`src/core/pkt_pkg.sv`:
```
// constants, state types and byte helpers of the radio packet handler
// assumes one 50 MHz clock domain and byte-wide links to host and modem
package pkt_pkg;
    localparam int FIFO_DEPTH = 16;
    localparam int BYTE_W = 8;
    localparam logic [7:0] PREAMBLE_BYTE = 8'haa;
    localparam logic [2:0] SYNC_Q32_A = 3'h3;
    localparam logic [2:0] SYNC_Q32_B = 3'h7;
    localparam logic [2:0] SYNC_BYTES_16 = 3'h2;
    localparam logic [2:0] SYNC_BYTES_32 = 3'h4;
    localparam logic [1:0] LEN_FIXED = 2'h0;
    localparam logic [1:0] LEN_VAR = 2'h1;
    localparam logic [1:0] LEN_INF = 2'h2;
    localparam logic [1:0] ADR_OFF = 2'h0;
    localparam logic [1:0] ADR_ZERO = 2'h2;
    localparam logic [1:0] ADR_BOTH = 2'h3;
    localparam logic [7:0] ADR_BCAST_LO = 8'h00;
    localparam logic [7:0] ADR_BCAST_HI = 8'hff;
    localparam logic [7:0] INF_ADR_MARK = 8'hff;
    localparam logic [8:0] PN9_INIT = 9'h1ff;
    localparam logic [15:0] CRC_INIT = 16'hffff;
    localparam logic [15:0] CRC_POLY = 16'h8005;
    localparam logic [7:0] PRE_CNT_MAX = 8'hff;

    typedef enum logic [2:0] {
        T_IDLE = 3'b000, T_PRE = 3'b001, T_SYNC = 3'b010,
        T_DATA = 3'b011, T_CRC = 3'b100, T_UNDER = 3'b101
    } tx_state_e;

    typedef enum logic [2:0] {
        R_HUNT = 3'b000, R_BODY = 3'b001, R_CRC = 3'b010,
        R_STAT1 = 3'b011, R_STAT2 = 3'b100
    } rx_state_e;

    // eight steps of x^9 + x^5 + 1, one byte of whitening per call
    function automatic logic [8:0] pn9_adv(input logic [8:0] s);
        logic [8:0] r;
        r = s;
        for (int i = 0; i < 8; i++) begin
            r = {r[0] ^ r[5], r[8:1]};
        end
        return r;
    endfunction : pn9_adv

    // msb-first checksum; residue over data plus checksum is zero
    function automatic logic [15:0] crc_byte(input logic [15:0] c, input logic [7:0] b);
        logic [15:0] r;
        r = c;
        for (int i = 7; i >= 0; i--) begin
            r = (r[15] ^ b[i]) ? ((r << 1) ^ CRC_POLY) : (r << 1);
        end
        return r;
    endfunction : crc_byte
endpackage : pkt_pkg

```
`src/core/byte_stream_if.sv`:
```
// valid/ready byte stream between the packet handler and its fifo
// assumes both ends on the same clock
`timescale 1ns/1ps
`default_nettype none
interface byte_stream_if #(parameter int W = 8);
    logic [W-1:0] data;
    logic valid;
    logic ready;
    modport src(output data, output valid, input ready);
    modport snk(input data, input valid, output ready);
endinterface : byte_stream_if
`default_nettype wire

```
`src/core/stream_fifo.sv`:
```
// synchronous fifo with valid/ready on both sides
// assumes one clock; clock enable low freezes it
`timescale 1ns/1ps
`default_nettype none
module stream_fifo #(
    parameter int W = 8,
    parameter int DEPTH = 16
) (
    input wire logic clk_i,
    input wire logic rstn_i,
    input wire logic ce_i,
    byte_stream_if.snk in_s,
    byte_stream_if.src out_s
);
    localparam int AW = $clog2(DEPTH);
    typedef struct packed {
        logic [AW-1:0] wp;
        logic [AW-1:0] rp;
        logic [AW:0] cnt;
    } fifo_s;
    fifo_s q;
    fifo_s d;
    logic [W-1:0] mem [DEPTH];
    logic push;
    logic pop;

    // ready is honest: full or frozen refuses
    assign in_s.ready = ce_i && (q.cnt != (AW+1)'(DEPTH));
    assign out_s.valid = (q.cnt != '0);
    assign out_s.data = mem[q.rp];
    assign push = in_s.valid && in_s.ready;
    assign pop = ce_i && out_s.valid && out_s.ready;

    // pointer and fill update
    always_comb begin
        d = q;
        if (push) begin
            d.wp = q.wp + 1'b1;
        end
        if (pop) begin
            d.rp = q.rp + 1'b1;
        end
        d.cnt = q.cnt + (AW+1)'(push) - (AW+1)'(pop);
    end

    always_ff @(posedge clk_i) begin
        if (!rstn_i) begin
            q <= '0;
        end else if (ce_i) begin
            q <= d;
        end
    end

    // storage has no reset, only written words are read
    always_ff @(posedge clk_i) begin
        if (push) begin
            mem[q.wp] <= in_s.data;
        end
    end
endmodule : stream_fifo
`default_nettype wire

```
`src/core/radio_packet_handler.sv`:
```
// packet framer and deframer between host byte streams and the modem
// assumes modem byte strobes on clk_i, at least two cycles apart on receive
`timescale 1ns/1ps
`default_nettype none
module radio_packet_handler
    import pkt_pkg::*;
#(
    parameter int DEPTH = FIFO_DEPTH
) (
    input wire logic clk_i,
    input wire logic rstn_i,
    input wire logic ce_i,
    input wire logic [7:0] tx_data_i,
    input wire logic tx_valid_i,
    output logic tx_ready_o,
    input wire logic tx_start_i,
    input wire logic tx_stop_i,
    output logic [7:0] tx_sym_o,
    output logic tx_sym_valid_o,
    input wire logic tx_sym_ready_i,
    output logic tx_done_o,
    output logic tx_underflow_o,
    input wire logic rx_en_i,
    input wire logic rx_sync_i,
    input wire logic [7:0] rx_byte_i,
    input wire logic rx_byte_valid_i,
    output logic [7:0] rx_data_o,
    output logic rx_valid_o,
    output logic rx_done_o,
    output logic rx_discard_o,
    output logic [1:0] exit_state_o,
    input wire logic [7:0] preamble_count_i,
    input wire logic [7:0] sync_high_byte_i,
    input wire logic [7:0] sync_low_byte_i,
    input wire logic [2:0] sync_qualifier_mode_i,
    input wire logic whitening_enable_i,
    input wire logic crc_enable_i,
    input wire logic append_status_i,
    input wire logic [1:0] length_mode_select_i,
    input wire logic [7:0] packet_length_limit_i,
    input wire logic [1:0] address_check_mode_i,
    input wire logic [7:0] node_address_i,
    input wire logic [1:0] tx_exit_state_i,
    input wire logic [1:0] rx_exit_state_i,
    input wire logic [7:0] signal_strength_value_i,
    input wire logic [6:0] link_quality_value_i
);
    typedef struct packed {
        tx_state_e tst;
        logic [7:0] pre_cnt;
        logic [2:0] idx;
        logic [7:0] cnt;
        logic [7:0] len;
        logic [8:0] tpn;
        logic [15:0] tcrc;
        logic [7:0] tbyte;
        logic tvalid;
        logic tdone;
        rx_state_e rst;
        logic len_due;
        logic adr_due;
        logic ridx;
        logic [7:0] rcnt;
        logic [7:0] rlen;
        logic [8:0] rpn;
        logic [15:0] rcrc;
        logic [7:0] rdata;
        logic rvalid;
        logic rpend;
        logic [7:0] raddr;
        logic rdiscard;
        logic rdone;
        logic [1:0] nxt;
    } ph_s;

    ph_s q;
    ph_s d;
    byte_stream_if #(.W(BYTE_W)) host_if ();
    byte_stream_if #(.W(BYTE_W)) pull_if ();

    logic hs;
    logic sync32;
    logic [2:0] sync_len;
    logic [7:0] twmask;
    logic [7:0] rwmask;
    logic [7:0] rx_in;
    logic tx_last;
    logic adr_ok;
    logic crc_ok;
    logic [7:0] rnext;
    logic rx_end;

    // host side fills the fifo; its ready throttles the host
    assign host_if.data = tx_data_i;
    assign host_if.valid = tx_valid_i;
    assign tx_ready_o = host_if.ready;

    stream_fifo #(.W(BYTE_W), .DEPTH(DEPTH)) tx_fifo (
        .clk_i(clk_i),
        .rstn_i(rstn_i),
        .ce_i(ce_i),
        .in_s(host_if.snk),
        .out_s(pull_if.src)
    );

    // shared decode of configuration
    assign hs = q.tvalid && tx_sym_ready_i;
    assign sync32 = (sync_qualifier_mode_i == SYNC_Q32_A) || (sync_qualifier_mode_i == SYNC_Q32_B);
    assign sync_len = sync32 ? SYNC_BYTES_32 : SYNC_BYTES_16;
    assign twmask = whitening_enable_i ? q.tpn[7:0] : 8'h00;
    assign rwmask = whitening_enable_i ? q.rpn[7:0] : 8'h00;
    assign rx_in = rx_byte_i ^ rwmask;
    assign crc_ok = !crc_enable_i || (q.rcrc == 16'h0000);
    assign rnext = q.rcnt + 8'h01; // wraps 255 to 0
    // end test uses the live limit so the host may retarget mid-packet
    assign tx_last = (length_mode_select_i == LEN_INF) ? tx_stop_i :
                     (length_mode_select_i == LEN_VAR) ? (q.cnt == q.len) :
                     (q.cnt == packet_length_limit_i);
    assign rx_end = (length_mode_select_i == LEN_FIXED) ? (rnext == packet_length_limit_i) :
                    (length_mode_select_i == LEN_VAR) ? (rnext == q.rlen) : 1'b0;
    // node address, plus broadcast values by mode
    assign adr_ok = (rx_in == node_address_i) ||
                    ((address_check_mode_i == ADR_ZERO) && (rx_in == ADR_BCAST_LO)) ||
                    ((address_check_mode_i == ADR_BOTH) && ((rx_in == ADR_BCAST_LO) ||
                                                            (rx_in == ADR_BCAST_HI)));

    // next-state logic for both directions
    always_comb begin
        d = q;
        d.tdone = 1'b0;
        d.rvalid = 1'b0;
        d.rdiscard = 1'b0;
        d.rdone = 1'b0;
        pull_if.ready = 1'b0;
        // transmit framer
        case (q.tst)
            T_IDLE: begin
                if (tx_start_i) begin
                    d.tst = T_PRE; // preamble is never skipped
                    d.tbyte = PREAMBLE_BYTE;
                    d.tvalid = 1'b1;
                    d.pre_cnt = 8'h01;
                end
            end
            T_PRE: begin
                if (hs) begin
                    if ((q.pre_cnt >= preamble_count_i) && pull_if.valid) begin
                        d.tst = T_SYNC;
                        d.tbyte = sync_high_byte_i;
                        d.idx = 3'h1;
                        d.tpn = PN9_INIT;
                    end else begin
                        d.tbyte = PREAMBLE_BYTE;
                        if (q.pre_cnt != PRE_CNT_MAX) begin
                            d.pre_cnt = q.pre_cnt + 8'h01;
                        end
                    end
                end
            end
            T_SYNC: begin
                if (hs) begin
                    if (q.idx != sync_len) begin
                        d.tbyte = q.idx[0] ? sync_low_byte_i : sync_high_byte_i;
                        d.idx = q.idx + 3'h1;
                    end else if (!pull_if.valid) begin
                        d.tst = T_UNDER;
                        d.tvalid = 1'b0;
                    end else begin
                        pull_if.ready = ce_i;
                        d.tst = T_DATA;
                        d.tbyte = pull_if.data ^ twmask;
                        d.tpn = pn9_adv(q.tpn);
                        d.tcrc = crc_byte(CRC_INIT, pull_if.data);
                        d.len = pull_if.data; // only used in variable mode
                        d.cnt = (length_mode_select_i == LEN_VAR) ? 8'h00 : 8'h01;
                    end
                end
            end
            T_DATA: begin
                if (hs) begin
                    if (tx_last) begin
                        if (crc_enable_i) begin
                            d.tst = T_CRC;
                            d.tbyte = q.tcrc[15:8] ^ twmask; // checksum is whitened too
                            d.tpn = pn9_adv(q.tpn);
                            d.idx = 3'h0;
                        end else begin
                            d.tst = T_IDLE;
                            d.tvalid = 1'b0;
                            d.tdone = 1'b1;
                            d.nxt = tx_exit_state_i;
                        end
                    end else if (!pull_if.valid) begin
                        d.tst = T_UNDER; // left only by a stop from the host
                        d.tvalid = 1'b0;
                    end else begin
                        pull_if.ready = ce_i;
                        d.tbyte = pull_if.data ^ twmask;
                        d.tpn = pn9_adv(q.tpn);
                        d.tcrc = crc_byte(q.tcrc, pull_if.data);
                        d.cnt = q.cnt + 8'h01;
                    end
                end
            end
            T_CRC: begin
                if (hs) begin
                    if (q.idx == 3'h0) begin
                        d.tbyte = q.tcrc[7:0] ^ twmask;
                        d.tpn = pn9_adv(q.tpn);
                        d.idx = 3'h1;
                    end else begin
                        d.tst = T_IDLE;
                        d.tvalid = 1'b0;
                        d.tdone = 1'b1;
                        d.nxt = tx_exit_state_i;
                    end
                end
            end
            T_UNDER: begin
                if (tx_stop_i) begin
                    d.tst = T_IDLE;
                end
            end
            default: begin
                d.tst = T_IDLE;
                d.tvalid = 1'b0;
            end
        endcase
        // receive deframer; a held address byte goes out one cycle late
        if (q.rpend) begin
            d.rdata = q.raddr;
            d.rvalid = 1'b1;
            d.rpend = 1'b0;
        end
        case (q.rst)
            R_HUNT: begin
                if (rx_en_i && rx_sync_i) begin
                    d.rst = R_BODY;
                    d.rpn = PN9_INIT;
                    d.rcrc = CRC_INIT;
                    d.rcnt = 8'h00;
                    d.len_due = (length_mode_select_i == LEN_VAR);
                    d.adr_due = (address_check_mode_i != ADR_OFF);
                end
            end
            R_BODY: begin
                if (rx_byte_valid_i) begin
                    d.rpn = pn9_adv(q.rpn);
                    d.rcrc = crc_byte(q.rcrc, rx_in);
                    d.rdata = rx_in;
                    if (q.len_due) begin
                        d.len_due = 1'b0;
                        if (rx_in > packet_length_limit_i) begin
                            d.rst = R_HUNT; // dropped whatever the exit setting
                            d.rdiscard = 1'b1;
                        end else begin
                            d.rlen = rx_in;
                            d.rvalid = 1'b1;
                        end
                    end else begin
                        d.rcnt = rnext;
                        d.rvalid = 1'b1;
                        if (q.adr_due) begin
                            d.adr_due = 1'b0;
                            if (!adr_ok) begin
                                d.rst = R_HUNT;
                                d.rvalid = 1'b0;
                                d.rdiscard = 1'b1;
                            end else if (length_mode_select_i == LEN_INF) begin
                                d.rdata = INF_ADR_MARK;
                                d.raddr = rx_in;
                                d.rpend = 1'b1;
                            end
                        end
                        if (rx_end && !(q.adr_due && !adr_ok)) begin
                            d.rst = crc_enable_i ? R_CRC : (append_status_i ? R_STAT1 : R_HUNT);
                            d.ridx = 1'b0;
                            d.rdone = !crc_enable_i && !append_status_i;
                            if (!crc_enable_i && !append_status_i) begin
                                d.nxt = rx_exit_state_i;
                            end
                        end
                    end
                end
            end
            R_CRC: begin
                if (rx_byte_valid_i) begin
                    d.rpn = pn9_adv(q.rpn);
                    d.rcrc = crc_byte(q.rcrc, rx_in);
                    d.ridx = 1'b1;
                    if (q.ridx) begin
                        d.rst = append_status_i ? R_STAT1 : R_HUNT;
                        d.rdone = !append_status_i;
                        if (!append_status_i) begin
                            d.nxt = rx_exit_state_i;
                        end
                    end
                end
            end
            R_STAT1: begin
                d.rdata = signal_strength_value_i;
                d.rvalid = 1'b1;
                d.rst = R_STAT2;
            end
            R_STAT2: begin
                d.rdata = {crc_ok, link_quality_value_i};
                d.rvalid = 1'b1;
                d.rst = R_HUNT;
                d.rdone = 1'b1;
                d.nxt = rx_exit_state_i;
            end
            default: begin
                d.rst = R_HUNT;
            end
        endcase
        // dropping the receive enable ends an infinite packet too
        if (!rx_en_i && (q.rst != R_HUNT)) begin
            d.rst = R_HUNT;
            d.rdone = (length_mode_select_i == LEN_INF);
            d.nxt = rx_exit_state_i;
        end
    end

    // the whole state in one register; ce low freezes it
    always_ff @(posedge clk_i) begin
        if (!rstn_i) begin
            q <= '0;
        end else if (ce_i) begin
            q <= d;
        end
    end

    assign tx_sym_o = q.tbyte;
    assign tx_sym_valid_o = q.tvalid;
    assign tx_done_o = q.tdone;
    assign tx_underflow_o = (q.tst == T_UNDER);
    assign rx_data_o = q.rdata;
    assign rx_valid_o = q.rvalid;
    assign rx_done_o = q.rdone;
    assign rx_discard_o = q.rdiscard;
    assign exit_state_o = q.nxt;
endmodule : radio_packet_handler
`default_nettype wire

```
`config.mk`:
```
export PLATFORM = sky130hd
export DESIGN_NAME = radio_packet_handler
export DESIGN_NICKNAME = d
export VERILOG_FILES = /design/src/core/pkt_pkg.sv /design/src/core/byte_stream_if.sv /design/src/core/stream_fifo.sv /design/src/core/radio_packet_handler.sv
export SDC_FILE = /design/constraint.sdc
export NUM_CORES = 1
export LEC_CHECK = 0
export ABC_AREA = 1
export BUFFER_PORTS_ARGS = -buffer_cell sky130_fd_sc_hd__buf_2
export CAP_MARGIN = 10
export CORE_AREA = 5 5 256 183
export DETAILED_ROUTE_END_ITERATION = 8
export DIE_AREA = 0 0 261 188
export PLACE_DENSITY = 0.54
export RECOVER_POWER = 100
export SYNTH_ARGS = -nofsm -noshare
export SYNTH_HDL_FRONTEND = slang
export SYNTH_SLANG_ARGS = --single-unit
```
`constraint.sdc`:
```
create_clock -name clk_i -period 4.55 [get_ports clk_i]
set_clock_uncertainty 0.05 [all_clocks]
set_input_delay 0.2275 -clock clk_i [delete_from_list [all_inputs] [get_ports clk_i]]
set_output_delay 0.2275 -clock clk_i [all_outputs]
set_load 0.03 [all_outputs]
```
Word level (Yosys, flattened, before mapping)
Memory sizes are Yosys's and may differ from the RTL's. A register that Yosys moved wholly into a read port is not among the register bits.
Index checks and enable logic that the tools add are counted.
- register bits: 147
- RAM bits: 128
- output and inout bits: 25
- memories kept: 1
- add/sub/neg operators: 8
- $lt $le $gt $ge: 2
- equal/unequal tests: 59
- mux-type cells: 156
- bitwise gates (word level): 70
- reduce and logical (&&, ||, !) cells: 57
- memory list (name ; depth ; bits a word ; read ports ; clocked after Yosys merged registers in ; wr ports ; RTL line ; source):
    tx_fifo.mem ; 16 ; 8 ; 1 ; 1 ; 1 ; stream_fifo.sv:23 ; logic [W-1:0] mem [DEPTH];
- operator list (cell ; count):
    2-to-1 mux 16 bit ; 25
    2-to-1 mux 8 bit ; 18
    2-to-1 mux 9 bit ; 11
    2-to-1 mux 3 bit ; 32
    case mux 25 bit (3 select lines) ; 1
    2-to-1 mux 69 bit ; 1
    inverter 3 bit ; 23
    2-to-1 mux 53 bit ; 1
    2-to-1 mux 25 bit ; 2
    2-to-1 mux 49 bit ; 1
    case mux 8 bit (2 select lines) ; 3
    != test 2 bit, second input constant ; 23
    2-to-1 mux 41 bit ; 1
    equality test 8 bit ; 5
    2-to-1 mux 10 bit ; 4
    case mux 8 bit (5 select lines) ; 1
    XOR 1 bit ; 39
    case mux 9 bit (4 select lines) ; 1
    2-to-1 mux 35 bit ; 1
    2-to-1 mux 33 bit ; 1
    AND reduction 11 bit ; 3
    case mux 16 bit (2 select lines) ; 1
    XOR 8 bit ; 4
    != test 3 bit, second input constant ; 9
    other kinds (52) ; 141

Longest topological paths before layout
Gate-level depths: netlist of the first run.
- depth in word-level cells: 21
- depth in mapped cells: 25

Cells and area by module
A second synthesis of the first run with hierarchy kept.
- cells, all modules: 2054
- area, all modules: 15782.6 um2
- modules (own cells, without submodules) (module ; instances ; cells an instance ; area each (um2) ; sequential area each (um2)):
    radio_packet_handler ; 1 ; 1490 ; 9640.5 ; 2682.6
    stream_fifo ; 1 ; 564 ; 6142.1 ; 4184.0

Worst setup path before layout of the first run
No wires, ideal clock.
- kind: input port to flip-flop
- start: input length_mode_select_i[1]
- end: register tx_fifo.q[4] (netlist bit)
- arrival time: 3.203 ns
- required time: 4.430 ns
- path slack: 1.227 ns
- stages on the path: 23
- cells stage by stage: inv_1 nand2_2 buf_2 o21ai_0 xor2_1 nand3_1 nor4_1 a21oi_2 nand2_2 o21ai_0 nand4_1 inv_1 ha_1 inv_1 ha_1 inv_1 fa_1 o21a_1 nand2_1 nand2_1 nor2_1 o21ai_0 a21oi_1
- word-level cells in the longest chain between the ends: 8
- elaborated cells on any way between the ends: 9
- those cells by class: add/sub: 1; eq/ne: 2; mux: 5; reduce/logical: 1
- RTL lines (item ; RTL line ; source):
    from (decl) ; radio_packet_handler.sv:39 ; input wire logic [1:0] length_mode_select_i,
    equality test 2 x 1 -> 1 bit ; radio_packet_handler.sv:117 ; (length_mode_select_i == LEN_VAR) ? (q.cnt == q.len) :
    2-to-1 mux 1 bit ; radio_packet_handler.sv:117 ;
    2-to-1 mux 1 bit (*) ; radio_packet_handler.sv:116 ; assign tx_last = (length_mode_select_i == LEN_INF) ? tx_stop_i :
    2-to-1 mux 1 bit (*) ; radio_packet_handler.sv:181 ; if (tx_last) begin
    2-to-1 mux 1 bit (*) ; radio_packet_handler.sv:180 ; if (hs) begin
    case mux 1 bit (2 select lines) (*) ; radio_packet_handler.sv:136 ; case (q.tst)
    logical AND 1 bit (*) ; stream_fifo.sv:32 ; assign pop = ce_i && out_s.valid && out_s.ready;
    subtractor 5 x 1 -> 5 bit (*) ; stream_fifo.sv:43 ; d.cnt = q.cnt + (AW+1)'(push) - (AW+1)'(pop);
    to (signal assigned) ; stream_fifo.sv:48 ; q <= '0;
    to (signal assigned) ; stream_fifo.sv:50 ; q <= d;
    to (decl) ; stream_fifo.sv:21 ; fifo_s q;
Every way passes the cells marked *; elsewhere a longest branch is shown, timed or not.
A chain may end at the register's enable or synchronous reset.

Final worst setup path of the first run
- start: register q[111] (netlist bit)
- end: register tx_fifo.q[4] (netlist bit)
- word-level cells in the longest chain between the ends: 8
- RTL lines (item ; RTL line ; source):
    from (decl) ; radio_packet_handler.sv:76 ; ph_s q;
    from (signal assigned) ; radio_packet_handler.sv:327 ; q <= '0;
    from (signal assigned) ; radio_packet_handler.sv:329 ; q <= d;
    equality test 8 bit ; radio_packet_handler.sv:117 ;
    2-to-1 mux 1 bit ; radio_packet_handler.sv:117 ;
    2-to-1 mux 1 bit ; radio_packet_handler.sv:116 ;
    2-to-1 mux 1 bit ; radio_packet_handler.sv:181 ;
    2-to-1 mux 1 bit ; radio_packet_handler.sv:180 ;
    case mux 1 bit (2 select lines) ; radio_packet_handler.sv:136 ;
    logical AND 1 bit ; stream_fifo.sv:32 ;
    subtractor 5 x 1 -> 5 bit ; stream_fifo.sv:43 ;
No other way between the ends.

==> results.json, run 1 <==
{
  "cts_root_buf": "clkbuf_16",
  "dieArea_um2": 49100,
  "yosys_warnings": 0,
  "clkTransAtPathRegs_ns": 0.06,
  "slew_headroom": 0.223,
  "grt_pass1_vias": 13000,
  "max-cap-violations": 0,
  "tns_ns": 0,
  "cpMaxStageDelayCell": "fa_1",
  "cts_tree": "yes",
  "wl_per_cell_um": 17.9,
  "cts-resized-gates": 0,
  "syn-num-nets": 2050,
  "holdCritStartpoint": "sync_high_byte_i[3]",
  "grt_max_degree": 58,
  "io_pins": 120,
  "holdPathStages": 5,
  "vias": 13700,
  "cts_buffers": 34,
  "post-route-period-util": 0.859,
  "drv_slew": 0,
  "overflow": 0,
  "syn_area_um2": 15300,
  "portBuffers": 118,
  "worstSetupPathType": "flop to flop",
  "p_per_area_nw_per_um2": 446,
  "drtIter0Drc": 1259,
  "cp-start-kind": "flop",
  "status": "finished clean",
  "synthFlopType": "dfxtp_1",
  "synthTopCellsByArea": "edfxtp_1 25%, dfxtp_1 20%, nand2_1 8.7%",
  "gp_congestion": 0.907,
  "tightestPinTransition_ns": 1.16,
  "diodes": 0,
  "core-area_um2": 44300,
  "ys_seq_area_frac": 0.448,
  "synthArstFlopShare": 0,
  "synthCells": 1922,
  "synth-edff-count": 128,
  "layout_setup_ws_ns": 0.640,
  "rr_endpoint": "tx_fifo.q[4]$_SDFFE_PN0P_",
  "cp_num_buf_inv": 3,
  "min_delay_worst_endpoint": "tx_sym_o[3]$_SDFFE_PN0P_",
  "crit_family": "simple AND/OR/NAND/NOR gates",
  "worstPathArrival_ns": 4.32,
  "die_width_um": 261,
  "clk_latency_ns": 0.54,
  "area_delta_synth_final_pct": 13.6,
  "grt_pass1_wl_mm": 74.2,
  "final-seq-area_um2": 6870,
  "yosys.area.top_type": "edfxtp_1",
  "critPathMaxStageDelay_ns": 0.43,
  "synth_top_area_frac": 0.251,
  "fin_nets": 2136,
  "first_pass_iters": 5,
  "rsz0062_at_grt": "false",
  "clock-sinks": 279,
  "rows": 65,
  "hpwlAfterDp_mm": 33.1,
  "synth_common_cells": "355 x nand2_1, 232 x inv_1, 176 x o21ai_0, 157 x nor2_1, 155 x a21oi_1",
  "end_kind": "flop",
  "hold_class": "input pin to flop",
  "die_h_um": 188,
  "htree_levels": 2,
  "synth_seq_cells": 279,
  "setup_viol_count_final": 0,
  "r2r_setup_slack_ns": 0.64,
  "multi_input_area_um2": 7010,
  "start_util": 0.345,
  "hold_buffers": 5,
  "r2r_start": "q[111]$_SDFFE_PN0P_",
  "r2r_cells": 20,
  "leakagePower_nw": 6.95,
  "postSynthAreaPerCell_um2": 7.97,
  "fill_cells": 4594,
  "min_period_ns": 3.91,
  "wl_mm": 47.2,
  "synth.most_common_cell": "nand2_1",
  "worstPathRequired_ns": 4.96,
  "max_freq_mhz": 256,
  "drive_above_1_share": 0.0930,
  "post_cts_buffers": 0,
  "antenna_found_initial": 0,
  "cp_max_fo": 6,
  "cp_num_cells": 20,
  "clockBufferDepth": 3,
  "vias_per_cell": 5.21,
  "path_cells": "o21ai_0, or2_2, nand3_1, nor4_1, a21oi_1, nand2_1, o21ai_0, nand4_1, inv_1, ha_1, inv_1, ha_1, inv_1, fa_1, o21a_1, nand2_1, nand2_1, nor2_1, o21ai_0, a21oi_1",
  "hold_viol": 0,
  "ir_drop_mv": 0.224,
  "drc": 0,
  "dp_slack_ns": 0.545,
  "postRouteAntennaNets": 0,
  "track_usage": 0.187,
  "synth_cell_type_count": 59
}
[layout make-up]
class                   count  area share
inverters                 243      0.0526
clock buffers              47      0.0552
repair buffers            137      0.0401
well taps                 603      0.0434
flip-flops and latches    279       0.395
clock inverters            14      0.0111
multi-input cells        1313       0.403
[worst register-to-register path: cells and delay by family, from the launching register on]
| kind | cells | cell delay, ns |
|---|---|---|
| flip-flops | 1 | 0.33 |
| adder cells (fa/ha/maj) | 3 | 0.83 |
| buffers and inverters | 3 | 0.34 |
| AND/OR/NAND/NOR | 8 | 1.18 |
| AO/OA/AOI/OAI | 6 | 1.11 |
[state kept, by name, summed over array words and instances, names as in the netlist, 2 cells and up, named ones only]
| register | cells |
|---|---|
| exit_state_o | 2 |
| q | 111 |
| rx_data_o | 8 |
| tx_fifo.mem | 128 |
| tx_fifo.q | 13 |
| tx_sym_o | 8 |
[layout by cell type, fill, tap and decap left out, types with 9 or more instances in the layout]
cell type and n:
nand2_1 357, inv_1 233, o21ai_0 176, a21oi_1 158, nor2_1 157, dfxtp_1 151, nand3_1 133, edfxtp_1 128
buf_2 85, xor2_1 53, clkbuf_1 41, clkbuf_16 34, ha_1 32, a211oi_1 29, o211ai_1 23, xnor2_1 23
nor3_1 18, nand4_1 17, o221ai_1 15, a31oi_1 14, buf_4 12, o2111ai_1 11, o22ai_1 11, nand2_2 9
or2_2 9, o21ai_1 9
[power by group]
| part | switching, mW | total (mW) | internal [mW] |
|---|---|---|---|
| registers | 0.164 | 2.96 | 2.80 |
| logic | 1.37 | 1.99 | 0.618 |
| clock network | 1.14 | 2.80 | 1.66 |
[per-stage QoR]
stage               power, mW  cell area, um2  cells  utilization  hold slack (ns)
floorplan                4.44           15300   1922            -            0.276
global placement         4.96           16300   2570        0.367            0.393
detailed placement       4.98           16300   2570        0.367            0.401
CTS                      7.82           17500   2636        0.394         0.000953
global route             8.22           17400   2636        0.392           0.0508
finish                   7.75           17400   2636        0.392           0.0319
[worst max path at each step]
stage | start | to | slack (ns)
6_report | q[111]$_SDFFE_PN0P_ | tx_fifo.q[4]$_SDFFE_PN0P_ | 0.64
5_1_grt | q[109]$_SDFFE_PN0P_ | tx_fifo.q[4]$_SDFFE_PN0P_ | 0.25
4_1_cts | q[110]$_SDFFE_PN0P_ | tx_fifo.q[4]$_SDFFE_PN0P_ | 0.86
3_5_place_dp | length_mode_select_i[1] | tx_fifo.q[4]$_SDFFE_PN0P_ | 0.55
3_3_place_gp | length_mode_select_i[1] | tx_fifo.q[4]$_SDFFE_PN0P_ | 0.56
2_1_floorplan | length_mode_select_i[1] | tx_fifo.q[4]$_SDFFE_PN0P_ | 1.23
[metal layers]
metal	track usage	wire [um]	up-vias
li1	-	-	6693
met1	0.295	23500	6499
met2	0.268	19400	472
met3	0.0328	3590	61
met4	0.0370	679	0
met5	0	0	-
[logic make-up (layout without fill, tap and decap cells)]
logic type,Yosys count,in the layout,share of synthesized area
AND/OR/NAND/NOR,722,722,0.203
AO/OA/AOI/OAI,478,478,0.182
buffers and inverters,330,441,0.0911
flip-flops,279,279,0.448
XOR/XNOR,80,80,0.0485
adder cells (fa/ha/maj),33,33,0.0275
Note: power is estimated with default switching activity, not from simulation.
==> run 2: changes to the inputs <==
==> constraint.sdc (replaced) <==
create_clock -name clk_i -period 4.55 [get_ports clk_i]
set_clock_uncertainty 0.05 [all_clocks]
set_input_delay 0.6825 -clock clk_i [delete_from_list [all_inputs] [get_ports clk_i]]
set_output_delay 0.6825 -clock clk_i [all_outputs]
set_load 0.03 [all_outputs]
==> results.json, run 2 (same netlist as run 1, synthesis figures left out) <==
{
  "r2r_start": "q[132]$_SDFFE_PN0P_",
  "track_usage": 0.183,
  "hold_buffers": 0,
  "cp-start-kind": "input pin",
  "max-cap-violations": 2,
  "clockBufferDepth": 3,
  "io_pins": 120,
  "clkTransAtPathRegs_ns": 0.07,
  "rr_endpoint": "q[103]$_SDFFE_PN0P_",
  "worstPathRequired_ns": 5.02,
  "postRouteAntennaNets": 0,
  "grt_pass1_vias": 12800,
  "wl_per_cell_um": 17.7,
  "post_cts_buffers": 0,
  "slew_headroom": -0.149,
  "tns_ns": 0,
  "violations": "max-capacitance violations, max-slew violations",
  "r2r_setup_slack_ns": 0.71,
  "holdPathStages": 3,
  "cts_buffers": 30,
  "fill_cells": 4657,
  "hold_viol": 0,
  "top_register": "tx_fifo.mem",
  "fin_nets": 2140,
  "cts_tree": "yes",
  "min_delay_worst_endpoint": "q[68]$_SDFFE_PN0P_",
  "worstPathArrival_ns": 4.33,
  "rows": 65,
  "drtIter0Drc": 1430,
  "p_total_mw": 7.46,
  "clk_latency_ns": 0.61,
  "cts_root_buf": "clkbuf_16",
  "drive_above_1_share": 0.0918,
  "wl_mm": 46.7,
  "setup_viol_count_final": 0,
  "grt_pass1_wl_mm": 72.4,
  "rsz0062_at_grt": "false",
  "dp_slack_ns": 0.319,
  "ir_drop_mv": 0.283,
  "holdCritStartpoint": "rx_en_i",
  "dr.max_layer_used": "met4",
  "first_pass_iters": 6,
  "r2r_cells": 11,
  "worstSetupPathType": "input pin to flop",
  "tightestPinTransition_ns": 1.72,
  "antenna_found_initial": 0,
  "portBuffers": 118,
  "route.met3.wl_mm": 3.55,
  "die_h_um": 188,
  "dieArea_um2": 49100,
  "clock-sinks": 279,
  "wl_met2_mm": 18.6,
  "postPlaceCellArea_um2": 16400,
  "start_util": 0.345,
  "cts-resized-gates": 0,
  "top_regs": "tx_fifo.mem: 128 flops, q: 111 flops, tx_fifo.q: 13 flops",
  "gp_congestion": 0.906,
  "largest_reg_flops": 128,
  "mostFrequentLayoutCells": "358 x nand2_1, 233 x inv_1, 176 x o21ai_0",
  "vias_per_cell": 5.16,
  "post-route-period-util": 0.848,
  "leakagePower_nw": 6.87,
  "vias": 13600,
  "drv_slew": 61,
  "hpwlAfterDp_mm": 33.1,
  "hold_class": "input pin to flop",
  "end_kind": "flop",
  "status": "complete, but fails checks",
  "min_period_ns": 3.86,
  "wl_met1_mm": 23.8,
  "area_delta_synth_final_pct": 12.7,
  "drc": 0,
  "diodes": 0,
  "core-area_um2": 44300,
  "overflow": 0,
  "grt_max_degree": 65,
  "die_width_um": 261,
  "final_common_cell": "nand2_1",
  "cp_max_fo": 22,
  "fin_area_um2": 17300,
  "htree_levels": 1,
  "max_freq_mhz": 259,
  "p_per_area_nw_per_um2": 432,
  "layout_setup_ws_ns": 0.691
}
==> run 2: through the flow <==
step            util  hold slack (ns)  std cells
6_report       0.389            0.337       2639
3_5_place_dp   0.370            0.395       2583
5_1_grt        0.389            0.363       2639
2_1_floorplan      -            0.372       1922
4_1_cts        0.392            0.308       2639
3_3_place_gp   0.370            0.401       2583
==> run 2: power by group <==
part,internal (mW),switching [mW],leakage (nW)
combinational,0.635,1.38,4.02
sequential,2.80,0.165,2.38
clock,1.41,1.07,0.478
==> run 2: cell type report <==
| cell class | count | area [um2] | share of cell area |
|---|---|---|---|
| inverters | 243 | 915 | 0.0530 |
| well taps | 603 | 754 | 0.0437 |
| repair buffers | 145 | 717 | 0.0415 |
| multi-input cells | 1313 | 7020 | 0.407 |
| clock inverters | 12 | 133 | 0.00768 |
| clock buffers | 44 | 853 | 0.0494 |
| flip-flops and latches | 279 | 6870 | 0.398 |
==> run 2: per-layer routing <==
metal,vias up,track usage
li1,6706,-
met1,6405,0.293
met2,446,0.255
met3,54,0.0315
met4,0,0.0360
met5,-,0
==> run 2: worst max path at each step <==
| stage | endpoint | depth (start not counted) | start |
|---|---|---|---|
| 2_1_floorplan | tx_fifo.q[4]$_SDFFE_PN0P_ | 23 | length_mode_select_i[1] |
| 3_3_place_gp | tx_fifo.q[4]$_SDFFE_PN0P_ | 23 | length_mode_select_i[1] |
| 3_5_place_dp | tx_fifo.q[4]$_SDFFE_PN0P_ | 23 | length_mode_select_i[1] |
| 4_1_cts | tx_fifo.q[4]$_SDFFE_PN0P_ | 23 | length_mode_select_i[1] |
| 5_1_grt | tx_fifo.q[4]$_SDFFE_PN0P_ | 23 | length_mode_select_i[1] |
| 6_report | q[8]$_SDFFE_PN0P_ | 15 | whitening_enable_i |
==> run 2: critical path: stages <==
cell,delay (ns)
clkbuf_1,0.77
inv_1,0.24
o21bai_1,0.19
nand2_1,0.15
clkbuf_1,0.29
xnor2_1,0.20
nor4_1,0.26
nand2_1,0.16
nand2_1,0.09
nand4_1,0.43
inv_1,0.21
nand2_1,0.11
inv_2,0.21
o21ai_0,0.11
a21oi_1,0.21
==> run 3: changes to the inputs <==
- clock period: 4.55 -> 3.7 ns (I/O delays scaled with it)
==> results.json, run 3 (same netlist as run 1, synthesis figures left out) <==
{
  "status": "finished clean",
  "cts_tree": "yes",
  "portBuffers": 118,
  "worstPathRequired_ns": 4.17,
  "hold_viol": 0,
  "clockPowerShare": 0.341,
  "p_int_mw": 6.07,
  "die_width_um": 261,
  "wl_mm": 47.1,
  "die_h_um": 188,
  "rows": 65,
  "top_register": "tx_fifo.mem",
  "hold_class": "input pin to flop",
  "max_freq_mhz": 298,
  "leakagePower_nw": 7.06,
  "grt_max_degree": 43,
  "top_regs": "tx_fifo.mem: 128 flops, q: 111 flops, tx_fifo.q: 13 flops",
  "cts_buffers": 31,
  "crit_family": "simple AND/OR/NAND/NOR gates",
  "final-seq-area_um2": 6870,
  "ir_drop_mv": 0.372,
  "track_usage": 0.185,
  "clock-sinks": 279,
  "diodes": 0,
  "grt_pass1_wl_mm": 73.4,
  "p_total_mw": 9.29,
  "slew_headroom": 0.375,
  "max-cap-violations": 0,
  "core-area_um2": 44300,
  "antenna_found_initial": 0,
  "mostFrequentLayoutCells": "358 x nand2_1, 233 x inv_1, 175 x o21ai_0",
  "io_pins": 120,
  "seqPwrFrac": 0.390,
  "multi_input_area_um2": 7010,
  "worstSetupPathType": "input pin to flop",
  "setup_viol_count_final": 0,
  "hpwlAfterDp_mm": 33.9,
  "pwr-share-comb": 0.270,
  "start_util": 0.345,
  "tns_ns": 0,
  "holdCritStartpoint": "rx_en_i",
  "cpMaxStageDelayCell": "fa_1",
  "holdPathStages": 3,
  "p_switching_mw": 3.22,
  "hold_buffers": 0,
  "post_cts_buffers": 0,
  "end_kind": "flop",
  "cp_common_cell": "inv_1",
  "min_delay_worst_endpoint": "q[68]$_SDFFE_PN0P_",
  "fin_nets": 2188,
  "fill_cells": 4579,
  "clkTransAtPathRegs_ns": 0.06,
  "cp-start-kind": "input pin",
  "grt_pass1_vias": 12700,
  "cp_max_fo": 17,
  "rsz0062_at_grt": "false",
  "min_period_ns": 3.35,
  "largest_reg_flops": 128,
  "drtIter0Drc": 1283,
  "fin_area_um2": 17600,
  "p_per_area_nw_per_um2": 528,
  "overflow": 0,
  "gp_congestion": 0.888,
  "post-route-period-util": 0.906,
  "clk_latency_ns": 0.59,
  "first_pass_iters": 6,
  "drc": 0,
  "r2r_cells": 20,
  "drv_slew": 0,
  "wl_per_cell_um": 17.5,
  "r2r_start": "q[132]$_SDFFE_PN0P_",
  "vias_per_cell": 5.12,
  "cp_num_buf_inv": 7,
  "r2r_setup_slack_ns": 0.38,
  "final_common_cell": "nand2_1",
  "dieArea_um2": 49100,
  "clockBufferDepth": 3,
  "critPathMaxStageDelay_ns": 0.43,
  "area_delta_synth_final_pct": 15.0,
  "cts_root_buf": "clkbuf_16",
  "htree_levels": 1,
  "postRouteAntennaNets": 0,
  "tightestPinTransition_ns": 0.938,
  "worstPathArrival_ns": 3.82,
  "rr_endpoint": "tx_fifo.q[4]$_SDFFE_PN0P_",
  "vias": 13800,
  "drive_above_1_share": 0.109,
  "postPlaceCellArea_um2": 16700,
  "switching_share": 0.347
}
[run 3: cell count changes in the layout (fill, tap and decap cells not counted), sizes merged]
cell,before,now
buf,101,137
bufinv,2,4
clkbuf,88,90
clkinvlp,1,8
inv,241,242
[run 3: cell type report]
class,count,share of cell area
multi-input cells,1313,0.398
flip-flops and latches,279,0.390
inverters,243,0.0520
clock inverters,22,0.0138
clock buffers,35,0.0449
well taps,603,0.0429
repair buffers,192,0.0585
[run 3: through the flow]
stage               utilization  setup WS, ns  hold WS (ns)  cells
finish                    0.397         0.348         0.236   2687
global route              0.397        0.0267         0.239   2687
CTS                       0.401         0.352         0.195   2687
detailed placement        0.378        -0.255         0.407   2630
global placement          0.378        -0.195         0.401   2630
floorplan                     -        0.0494         0.372   1922
[run 3: worst min-delay path: stages]
cell and delay [ns]:
buf_2 0.13, nand2_1 0.06, a311oi_1 0.08
[run 3: how the worst max path moves through the flow]
| stage | from | end | slack [ns] | cells past startpoint |
|---|---|---|---|---|
| 2_1_floorplan | length_mode_select_i[1] | tx_fifo.q[4]$_SDFFE_PN0P_ | 0.05 | 23 |
| 3_3_place_gp | length_mode_select_i[1] | tx_fifo.q[4]$_SDFFE_PN0P_ | -0.20 | 25 |
| 3_5_place_dp | length_mode_select_i[1] | tx_fifo.q[4]$_SDFFE_PN0P_ | -0.25 | 25 |
| 4_1_cts | length_mode_select_i[1] | tx_fifo.q[4]$_SDFFE_PN0P_ | 0.35 | 25 |
| 5_1_grt | flop | q[94]$_SDFFE_PN0P_ | 0.03 | 22 |
| 6_report | length_mode_select_i[1] | tx_fifo.q[4]$_SDFFE_PN0P_ | 0.35 | 25 |
[run 3: per-layer routing]
layer | share of wire | global-route usage | routed length, um | vias to the layer above
li1 | - | - | - | 6809
met1 | 0.50 | 0.293 | 23600 | 6429
met2 | 0.41 | 0.269 | 19500 | 459
met3 | 0.068 | 0.0269 | 3190 | 62
met4 | 0.017 | 0.0329 | 783 | 0
met5 | 0 | 0 | 0 | -
[run 3: power groups by stage]
stage               sequential [mW]  clock [mW]  combinational (mW)
floorplan                      3.65           0                1.81
global placement               3.68           0                2.49
detailed placement             3.69           0                2.50
CTS                            3.62        3.25                2.51
global route                   3.65        3.37                2.80
finish                         3.62        3.17                2.51
[run 3: what timing repair did]
| action | 4_1_cts | 5_1_grt |
|---|---|---|
| endpoints found under the hold margin | 0 | 0 |
| resized for setup | 0 | 1 |
| endpoints found under the setup margin | 0 | 1 |
